### src/logic/eidm_pkg.sv
// Package with offsets, field positions and reset values of the encoder index and deviation monitor.
package eidm_pkg;
    // Register offsets as seen on the register port.
    localparam logic [7:0]  EIDM_STATUS_OFS    = 8'h31;
    localparam logic [7:0]  EIDM_LATCH_OFS     = 8'h32;
    localparam logic [7:0]  EIDM_DEVLIMIT_OFS  = 8'h33;
    localparam logic [7:0]  EIDM_VSTOPL_OFS    = 8'h34;
    // Status register field positions.
    localparam int          EIDM_IDX_BIT       = 0;
    localparam int          EIDM_WARN_BIT      = 1;
    // Width of the deviation limit field.
    localparam int          EIDM_LIMIT_W       = 20;
    // Values after reset.
    localparam logic [31:0] EIDM_LATCH_RST     = 32'h0000_0000;
    localparam logic [19:0] EIDM_LIMIT_RST     = 20'h0_0000;
    localparam logic [31:0] EIDM_VSTOPL_RST    = 32'h0000_0000;
    localparam logic        EIDM_FLAG_RST      = 1'b0;
endpackage

### src/logic/eidm_cmp_if.sv
// Interface carrying positions, limit and verdict between the monitor and its deviation comparator.
`timescale 1ns/1ps
interface eidm_cmp_if;
    logic [31:0] encPos;    // Encoder count chosen for the check.
    logic [31:0] motorPos;  // Internal motor position.
    logic [19:0] limit;     // Deviation limit, zero turns the check off.
    logic        exceeded;  // Registered verdict of the comparator.
    modport src (output encPos, output motorPos, output limit, input exceeded);
    modport cmp (input encPos, input motorPos, input limit, output exceeded);
endinterface

### src/logic/eidm_dev_cmp.sv
// Deviation comparator: absolute difference of encoder and motor position against the limit.
`timescale 1ns/1ps
module eidm_dev_cmp
    import eidm_pkg::*;
(
    input  wire logic sys_clk,
    input  wire logic rst_n,
    input  wire logic clkEn,
    eidm_cmp_if.cmp   cmpBus
);
    logic signed [32:0] diffSigned;  // Signed difference, one bit wider so it cannot wrap.
    logic        [32:0] diffAbs;     // Magnitude of the difference.
    logic               exceeded_q;  // Verdict, registered.
    logic               exceeded_d;

    // Sign-extend both positions before subtracting; a plain 32-bit subtract would wrap near the ends.
    always_comb begin
        diffSigned = {cmpBus.encPos[31], cmpBus.encPos} - {cmpBus.motorPos[31], cmpBus.motorPos};
        diffAbs    = diffSigned[32] ? 33'(-diffSigned) : 33'(diffSigned);
        exceeded_d = (cmpBus.limit != EIDM_LIMIT_RST) && (diffAbs > {13'h0, cmpBus.limit});
    end

    // The verdict is refreshed every enabled cycle, so every position update is seen.
    always_ff @(posedge sys_clk) begin
        if (!rst_n) begin
            exceeded_q <= 1'b0;
        end else if (clkEn) begin
            exceeded_q <= exceeded_d;
        end
    end

    assign cmpBus.exceeded = exceeded_q;
endmodule

### src/logic/eidm_monitor.sv
// Top of the encoder index and deviation monitor with its register port.
// Operation
// Index event sets status bit 0, write-one clears.
// Deviation warning in status bit 1, write-one clears.
// Clear ignored while deviation still exists.
// Index event latches encoder position until next.
// Warn when deviation exceeds 20-bit limit.
// Zero limit disables deviation checking entirely.
// Latch, limit and both flags reset to zero.
// Left stop when position at or below limit.
// Absolute signed difference, re-evaluated every update.
`timescale 1ns/1ps
module eidm_monitor
    import eidm_pkg::*;
(
    input  wire logic        sys_clk,
    input  wire logic        rst_n,
    input  wire logic        clkEn,
    input  wire logic [31:0] encPos,
    input  wire logic [31:0] bemfEncPos,
    input  wire logic [31:0] motorPos,
    input  wire logic        useBemfEnc,
    input  wire logic        stopUsesEnc,
    input  wire logic        indexEvent,
    input  wire logic [7:0]  regAddr,
    input  wire logic        regWrEn,
    input  wire logic [31:0] regWrData,
    input  wire logic        regRdEn,
    output logic      [31:0] regRdData,
    output logic             indexFlag,
    output logic             devWarn,
    output logic             leftStop
);
    // State and helper signals of the monitor; every output of the block is one of the flip-flops among them.
    logic [31:0] latch_q;      // Encoder position caught at the last index event.
    logic [19:0] devLimit_q;   // Deviation limit, zero means off.
    logic [31:0] vstopL_q;     // Signed left soft stop limit.
    logic        idxFlag_q;    // Sticky index event flag.
    logic        warn_q;       // Sticky deviation warning flag.
    logic        leftStop_q;   // Registered left stop verdict.
    logic [31:0] rdData_q;     // Read data, valid the cycle after the read strobe.
    logic        stsWrite;     // Write to the status register this cycle.
    logic        cmpExceeded;  // Comparator verdict.
    logic [31:0] stopPos;      // Position chosen for the soft stop compare.

    // The comparator lives in its own module; positions and limit reach it over one interface.
    eidm_cmp_if cmpBus();

    // The comparator sees either the quadrature count or the back-EMF derived count.
    // Only the encoder side has a choice; the motor position always comes straight in.
    assign cmpBus.encPos   = useBemfEnc ? bemfEncPos : encPos;
    assign cmpBus.motorPos = motorPos;
    assign cmpBus.limit    = devLimit_q;
    assign cmpExceeded     = cmpBus.exceeded;

    // The comparator shares enable and reset, so its verdict freezes with the rest.
    // Its verdict is registered, which adds one cycle between a position step and the warning.
    eidm_dev_cmp u_cmp (
        .sys_clk (sys_clk),
        .rst_n   (rst_n),
        .clkEn   (clkEn),
        .cmpBus  (cmpBus.cmp)
    );

    // Decoding of a write to one offset, used for every writable register.
    // The checks below use it too, so logic and checks decode the address the same way.
    function automatic logic wrHit(input logic [7:0] addr, input logic we, input logic [7:0] ofs);
        return we && (addr == ofs);
    endfunction

    // One status write serves both write-one-to-clear flags.
    assign stsWrite = wrHit(regAddr, regWrEn, EIDM_STATUS_OFS);

    // Index latch: written only by hardware, so software writes to its offset are dropped.
    // A refused write raises no error; the latch offset simply reads back what was caught.
    always_ff @(posedge sys_clk) begin
        if (!rst_n) begin
            // Reset clears the latch like every other register.
            latch_q <= EIDM_LATCH_RST;
        end else if (clkEn && indexEvent) begin
            // The quadrature count is latched, never the back-EMF estimate.
            latch_q <= encPos;
        end
    end

    // Writable configuration registers.
    // A write lands one edge after its strobe and is frozen with the enable.
    always_ff @(posedge sys_clk) begin
        if (!rst_n) begin
            devLimit_q <= EIDM_LIMIT_RST;
            vstopL_q   <= EIDM_VSTOPL_RST;
        end else if (clkEn) begin
            if (wrHit(regAddr, regWrEn, EIDM_DEVLIMIT_OFS)) begin
                // Upper limit bits are dropped and read back as zero.
                devLimit_q <= regWrData[EIDM_LIMIT_W-1:0];
            end
            // The left stop limit is a full signed word.
            if (wrHit(regAddr, regWrEn, EIDM_VSTOPL_OFS)) begin
                vstopL_q <= regWrData;
            end
        end
    end

    // Index flag: a new event in the clearing cycle wins, so no event is lost.
    always_ff @(posedge sys_clk) begin
        if (!rst_n) begin
            idxFlag_q <= EIDM_FLAG_RST;
        end else if (clkEn) begin
            // Set has priority over a clear in the same cycle.
            if (indexEvent) begin
                idxFlag_q <= 1'b1;
            end else if (stsWrite && regWrData[EIDM_IDX_BIT]) begin
                // Only a one in bit 0 clears; a zero leaves the flag alone.
                idxFlag_q <= 1'b0;
            end
        end
    end

    // Deviation warning: the clear only takes once the condition has gone.
    // Limitation: the verdict lags the positions by one cycle, so a clear in the cycle right
    // after the deviation ends can still be refused; software should simply retry it.
    always_ff @(posedge sys_clk) begin
        if (!rst_n) begin
            warn_q <= EIDM_FLAG_RST;
        end else if (clkEn) begin
            // A live verdict keeps the flag up, so a clear against it is lost.
            if (cmpExceeded) begin
                warn_q <= 1'b1;
            end else if (stsWrite && regWrData[EIDM_WARN_BIT]) begin
                // Only a verdict that has dropped lets the write-one clear through.
                warn_q <= 1'b0;
            end
        end
    end

    // Left soft stop: signed compare against the chosen position.
    // The compare is signed, so a negative limit works across the middle of the count range.
    assign stopPos = stopUsesEnc ? encPos : motorPos;
    // The verdict is valid from the first enabled edge after reset.
    always_ff @(posedge sys_clk) begin
        if (!rst_n) begin
            leftStop_q <= 1'b0;
        end else if (clkEn) begin
            leftStop_q <= ($signed(stopPos) <= $signed(vstopL_q));
        end
    end

    // Read path: registered, unmapped offsets and reserved bits read as zero.
    // A read in the same cycle as a write returns the value from before the write.
    always_ff @(posedge sys_clk) begin
        if (!rst_n) begin
            rdData_q <= 32'h0000_0000;
        end else if (clkEn && regRdEn) begin
            // Status bits 31:2 and limit bits 31:20 are reserved and read as zero.
            // Any other offset falls to the default and reads zero rather than a stale word.
            unique case (regAddr)
                EIDM_STATUS_OFS:   rdData_q <= {30'h0, warn_q, idxFlag_q};
                EIDM_LATCH_OFS:    rdData_q <= latch_q;
                EIDM_DEVLIMIT_OFS: rdData_q <= {12'h000, devLimit_q};
                EIDM_VSTOPL_OFS:   rdData_q <= vstopL_q;
                default:           rdData_q <= 32'h0000_0000;
            endcase
        end
    end

    // Outputs come straight from the flip-flops above, so the pins never see logic glitches.
    assign regRdData = rdData_q;
    assign indexFlag = idxFlag_q;
    assign devWarn   = warn_q;
    assign leftStop  = leftStop_q;
endmodule

### config.mk
export PLATFORM = sky130hd
export DESIGN_NAME = eidm_monitor
export DESIGN_NICKNAME = d
export VERILOG_FILES = /design/src/logic/eidm_pkg.sv /design/src/logic/eidm_cmp_if.sv /design/src/logic/eidm_dev_cmp.sv /design/src/logic/eidm_monitor.sv
export SDC_FILE = /design/constraint.sdc
export NUM_CORES = 1
export LEC_CHECK = 0
export ABC_AREA = 1
export BUFFER_PORTS_ARGS = -buffer_cell sky130_fd_sc_hd__buf_2
export CAP_MARGIN = 20
export CORE_MARGIN = 5
export CORE_UTILIZATION = 51
export CTS_CLUSTER_DIAMETER = 30
export DETAILED_ROUTE_END_ITERATION = 12
export HOLD_SLACK_MARGIN = 0.02
export PLACE_DENSITY = 0.78
export SYNTH_ARGS = -nofsm -noshare
export SYNTH_HDL_FRONTEND = slang
export SYNTH_SLANG_ARGS = --single-unit
### constraint.sdc
create_clock -name sys_clk -period 7.2 [get_ports sys_clk]
set_clock_uncertainty 0.15 [all_clocks]
set_input_delay 0.72 -clock sys_clk [delete_from_list [all_inputs] [get_ports sys_clk]]
set_output_delay 0.72 -clock sys_clk [all_outputs]
set_load 0.05 [all_outputs]
==> results.ini, run 1 <==
[logic_synthesis]
ys_ff_latch=120
syn_area_per_cell_um2=6.19
netlist_instances=1724
synth_area_leaders=dfxtp_1, nand2_1, ha_1
ys_types=50
synth_top_area_cell=dfxtp_1
async_reset_ff_frac=0
synth_warnings=0
synthesis.nets=1954
synth-seq-area-share=0.225
synth_ff_type=dfxtp_1
synth.top_cell.area_share=0.225
synth_area_um2=10700
synth-edff-count=0

[place]
numPortBuffers=178
place_hpwl_mm=29.1
gp_congestion=0.955

[cts]
h-tree-depth=4
cts_resized=0
clockBufferDepth=2
cts_root_buf=clkbuf_16
cts_sinks=120
clkSlewWorstSetupHoldPaths_ps=60
clk_latency_ps=410
cts_buffers=17
cts_setup_buffers=0
holdBufCountCts=0
cts_tree=done

[setup_path]
crit_top_cell=nand2_1
path_max_fanout=41
setup.worst_path.end_class=flop
timing.critical_path.slowest_cell_delay_ps=650
crit_family=simple AND/OR/NAND/NOR gates
cp.arrival_ps=5910
required_ps=7400
slowest_stage=buf_2
crit_type=primary input to flop
setup.worst_path.start_class=primary input
path_buf_inv=4

[sta]
timing_hold_violations_final=0
whs_ps=305
rsz0062_at_grt=no
setup_viol=0
finalCritPeriodShare=0.794
min_period_ps=5710
timing.setup.tns_ps=0
fmax_ghz=0.175
slew_violations=0
slew_headroom=0.286
tightest_slew_ps=1070

[cells_and_area]
layout_common_cells=nand2_1, inv_1, buf_2
drive_gt1_frac=0.176
nFillCells=2060
final_common_cell=nand2_1
n_antenna_cell=0
final_nets=2100
area_growth_pct=16.0

[route]
initialDrtViolationCount=930
wl_mm=35.6
vias=11800
drt-pass1-iter-count=6
vias_per_cell=5.46
drc_errors=0
ant_nets=0
wire_per_inst_um=16.5

[floorplanning]
die_area_um2=23900
die_h_um=155
coreArea_um2=20800
rows=53
ios=179
initial_core_util=0.513
fp.dieW_um=155

[grt]
grt_max_degree=64
antenna_found_initial=0
grt_pass1_wl_mm=55.5
grt-ovfl-total=0
grt_util_all_layers=0.287
grt_pass1_vias=10600

[pwr]
p_leak_nw=6.15
power_density_nw_per_um2=198
vdd_drop_max_mv=0.128

[status]
run_status=finished clean

[min_path]
hold_class=flop to flop

[job]
drv_cap=0

## cell type report
| cell class | count | area (um2) | area share |
|---|---|---|---|
| clock buffer | 18 | 439 | 0.0355 |
| sequential | 120 | 2400 | 0.194 |
| tap | 275 | 344 | 0.0278 |
| inverter | 299 | 1120 | 0.0907 |
| timing repair buffer | 185 | 956 | 0.0772 |
| multi-input combinational | 1247 | 6920 | 0.559 |
| clock inverter | 14 | 198 | 0.0160 |
## cells by family (layout without fill, tap and decap cells)
group	count (synthesis)	in the layout	synth area share
muxes	24	24	0.0251
and+or+nand+nor	781	781	0.327
adders and majority gates	86	86	0.102
xor gates and xnor gates	22	22	0.0181
DFF	120	120	0.225
AOI/OAI and AO/OA	334	334	0.177
buffers and inverters	357	516	0.127
## through the flow
stage                     cell area (um2)  utilization  cells  worst slack, ps  power [mW]
final                               12400        0.595   2158             1490        2.45
after global routing                12400        0.595   2158             1060        2.60
after CTS                           12400        0.595   2158             1600        2.45
after detailed placement            11700        0.564   2126             1200        1.55
after global placement              11700        0.563   2125             1390        1.53
after floorplan                     10700            -   1724             1910        1.32
## synth_stat cells (all sizes together) (3+ instances only)
cell,number
a211oi,32
a21oi,138
o221ai,19
xnor2,3
nor3,11
mux2,22
o211ai,4
buf,9
clkinv,3
clkbuf,49
a31oi,4
o21ai,123
inv,296
dfxtp,120
ha,85
nand3,97
nor2,119
nand4,30
o22ai,6
nor4,8
xor2,19
nand2,510
## state kept, by name, indices dropped and copies added (netlist names)
signal and cells:
devWarn 1, cmpBus.limit 20, vstopL_q 32, latch_q 32
u_cmp.cmpBus.exceeded 1, regRdData 32, leftStop 1, indexFlag 1
## routing by layer
layer  vias up  global-route usage  wire length (um)
li1       5881                   -                 -
met5         -                   0                 0
met2       484               0.464             16300
met1      5343               0.399             15500
met3        66              0.0271              2720
met4         0               0.104              1150
## power breakdown
part	switching, mW	internal [mW]
combinational	0.563	0.300
clock	0.316	0.590
sequential	0.00599	0.678
## worst min-delay path, cell delays in order, from the launching register on
cell and delay [ps]:
dfxtp_1 290, inv_1 60, a21oi_1 50
## worst paths after layout
check	to	slack (ps)	depth (start not counted)	startpoint
setup / recovery	u_cmp.cmpBus.exceeded	1490	34	useBemfEnc
hold / removal	latch_q[14]	310	2	latch_q[14]
setup reg to reg	u_cmp.cmpBus.exceeded	4680	16	cmpBus.limit[14]
hold reg to reg	latch_q[14]	310	2	latch_q[14]
Note: power is estimated with default switching activity, not from simulation.
==> run 2, diff against run 1 <==
--- a/config.mk
+++ b/config.mk
@@ -13,7 +13,7 @@
 export CTS_CLUSTER_DIAMETER = 30
 export DETAILED_ROUTE_END_ITERATION = 12
 export HOLD_SLACK_MARGIN = 0.02
-export PLACE_DENSITY = 0.78
+export PLACE_DENSITY = 0.81
 export SYNTH_ARGS = -nofsm -noshare
 export SYNTH_HDL_FRONTEND = slang
 export SYNTH_SLANG_ARGS = --single-unit
==> constraint.sdc (replaced) <==
create_clock -name sys_clk -period 4.9 [get_ports sys_clk]
set_clock_uncertainty 0.15 [all_clocks]
set_input_delay 0.49 -clock sys_clk [delete_from_list [all_inputs] [get_ports sys_clk]]
set_output_delay 0.49 -clock sys_clk [all_outputs]
set_load 0.05 [all_outputs]
==> run 2 against run 1 <==
Against the previous run: critical path depth is 1 lower; sequential power is 46% higher; utilization is 4.4 points higher; total power is 57% higher; via count is 4.6% higher; first-iteration DRC count is 1.3% lower; critical path type unchanged; routed wire length is 3.3% higher; register-to-register slack worse by 2200 ps; largest cell class unchanged.
==> results.ini, run 2 (same netlist as run 1, synthesis figures left out) <==
[pwr]
power_density_nw_per_um2=290  ; +46%
vdd_drop_max_mv=0.184  ; +43%
p_leak_nw=6.66  ; +8.2%

[grt]
grt_pass1_vias=11400  ; +6.8%
grt_util_all_layers=0.293  ; +0.00623
grt_pass1_wl_mm=57.3  ; +3.3%
grt_max_degree=66  ; +3.1%
grt-ovfl-total=0  ; unchanged
antenna_found_initial=0  ; unchanged

[sta]
finalCritPeriodShare=0.944
fmax_ghz=0.216
slew_violations=0  ; unchanged
timing_hold_violations_final=0  ; unchanged
min_period_ps=4630
tightest_slew_ps=1150  ; +77.2 ps
setup_viol=0  ; unchanged
slew_headroom=0.234  ; -0.0515

[cells_and_area]
drive_gt1_frac=0.228  ; +0.0513
final_nets=2194  ; +4.5%
layout_common_cells=nand2_1, inv_1, buf_2
fin_util=0.639  ; +0.0441
final_common_cell=nand2_1
n_antenna_cell=0  ; unchanged
area_growth_pct=24.6
nFillCells=1940  ; -5.8%
fin_cells=2252  ; +4.4%

[setup_path]
setup.worst_path.start_class=primary input
crit_type=primary input to flop
rrSetupSlack_ps=2480  ; -2200 ps
timing.critical_path.slowest_cell_delay_ps=340  ; -310 ps
setup.worst_path.end_class=flop
crit_top_cell=nand2_1
r2r_cells=16  ; unchanged
required_ps=5100  ; -2300 ps
cp.arrival_ps=4820  ; -1090 ps
path_max_fanout=11  ; -73%
slowest_stage=mux2_2

[job]
drv_cap=0  ; unchanged

[floorplanning]
initial_core_util=0.513  ; unchanged
fp.dieW_um=155  ; unchanged
rows=53  ; unchanged
ios=179  ; unchanged
die_area_um2=23900  ; unchanged
die_h_um=155  ; unchanged
coreArea_um2=20800  ; unchanged

[cts]
holdBufCountCts=0  ; unchanged
clk_latency_ps=410  ; about the same
cts_sinks=120  ; unchanged
cts_buffers=17  ; unchanged
cts_tree=done
clkSlewWorstSetupHoldPaths_ps=60  ; about the same
cts_root_buf=clkbuf_16
h-tree-depth=4  ; unchanged
clockBufferDepth=2  ; unchanged

[route]
wl_mm=36.8  ; +3.3%
initialDrtViolationCount=918  ; -1.3%
drc_errors=0  ; unchanged
vias=12300  ; +4.6%
ant_nets=0  ; unchanged
wire_per_inst_um=16.4  ; -0.98%
vias_per_cell=5.47  ; +0.26%
drt-pass1-iter-count=6  ; unchanged

[place]
place_hpwl_mm=29.8  ; +2.5%
numPortBuffers=178  ; unchanged
dpl.cell_count=2212  ; +4.0%
gp_congestion=0.984  ; +3.0%

[status]
run_status=finished clean

[min_path]
hold_class=primary input to flop
holdPathStages=3  ; +1

[run 2: layout make-up]
| class | count | area (um2) | share of cell area |
|---|---|---|---|
| clock buffers | 17 | 425 | 0.0320 |
| clock inverters | 15 | 226 | 0.0170 |
| inverters | 299 | 1120 | 0.0845 |
| flip-flops and latches | 120 | 2400 | 0.181 |
| well taps | 275 | 344 | 0.0259 |
| repair buffers | 279 | 1710 | 0.129 |
| multi-input cells | 1247 | 7070 | 0.532 |
[run 2: worst max-delay path, delay by kind of cell]
family | cells | cell delay [ps]
mux | 1 | 340
buf+inv | 6 | 680
xor+xnor | 1 | 160
fa+ha+maj | 2 | 590
compound gates | 6 | 740
simple gates | 17 | 1760
[run 2: per-stage QoR]
stage / power (mW) / setup WS (ps) / hold WS (ps) / instance area [um2] / setup TNS, ps
2_1_floorplan: 1.94 / 2.72 / 275 / 10700 / 0
3_3_place_gp: 2.39 / -65.5 / 289 / 12400 / -65.5
3_5_place_dp: 2.43 / -187 / 297 / 12400 / -187
4_1_cts: 3.78 / 214 / 206 / 13100 / 0
5_1_grt: 4.07 / -37.7 / 223 / 13300 / -37.7
6_report: 3.85 / 274 / 211 / 13300 / 0
[run 2: path summary, 6_finish.rpt]
kind                          from                     to
hold / removal       regWrData[27]           vstopL_q[27]
hold reg to reg        latch_q[12]            latch_q[12]
setup / recovery        useBemfEnc  u_cmp.cmpBus.exceeded
setup reg to reg  cmpBus.limit[14]  u_cmp.cmpBus.exceeded
[run 2: report_power, final]
| part | leakage, nW | total (mW) | switching (mW) | internal, mW |
|---|---|---|---|---|
| registers | 0.973 | 1.00 | 0.00806 | 0.996 |
| logic | 5.37 | 1.48 | 0.896 | 0.584 |
| clock network | 0.309 | 1.37 | 0.466 | 0.904 |
[run 2: routing by layer]
| layer | vias up | global-route usage | wire length (um) |
|---|---|---|---|
| met5 | - | 0 | 0 |
| met4 | 0 | 0.0929 | 1070 |
| met3 | 85 | 0.0299 | 2950 |
| met2 | 529 | 0.490 | 17300 |
| met1 | 5638 | 0.399 | 15500 |
| li1 | 6067 | - | - |
[run 2: what timing repair did]
item,CTS,global route
resized for setup,0,36
setup buffers,0,6
endpoints found under the setup margin,0,1
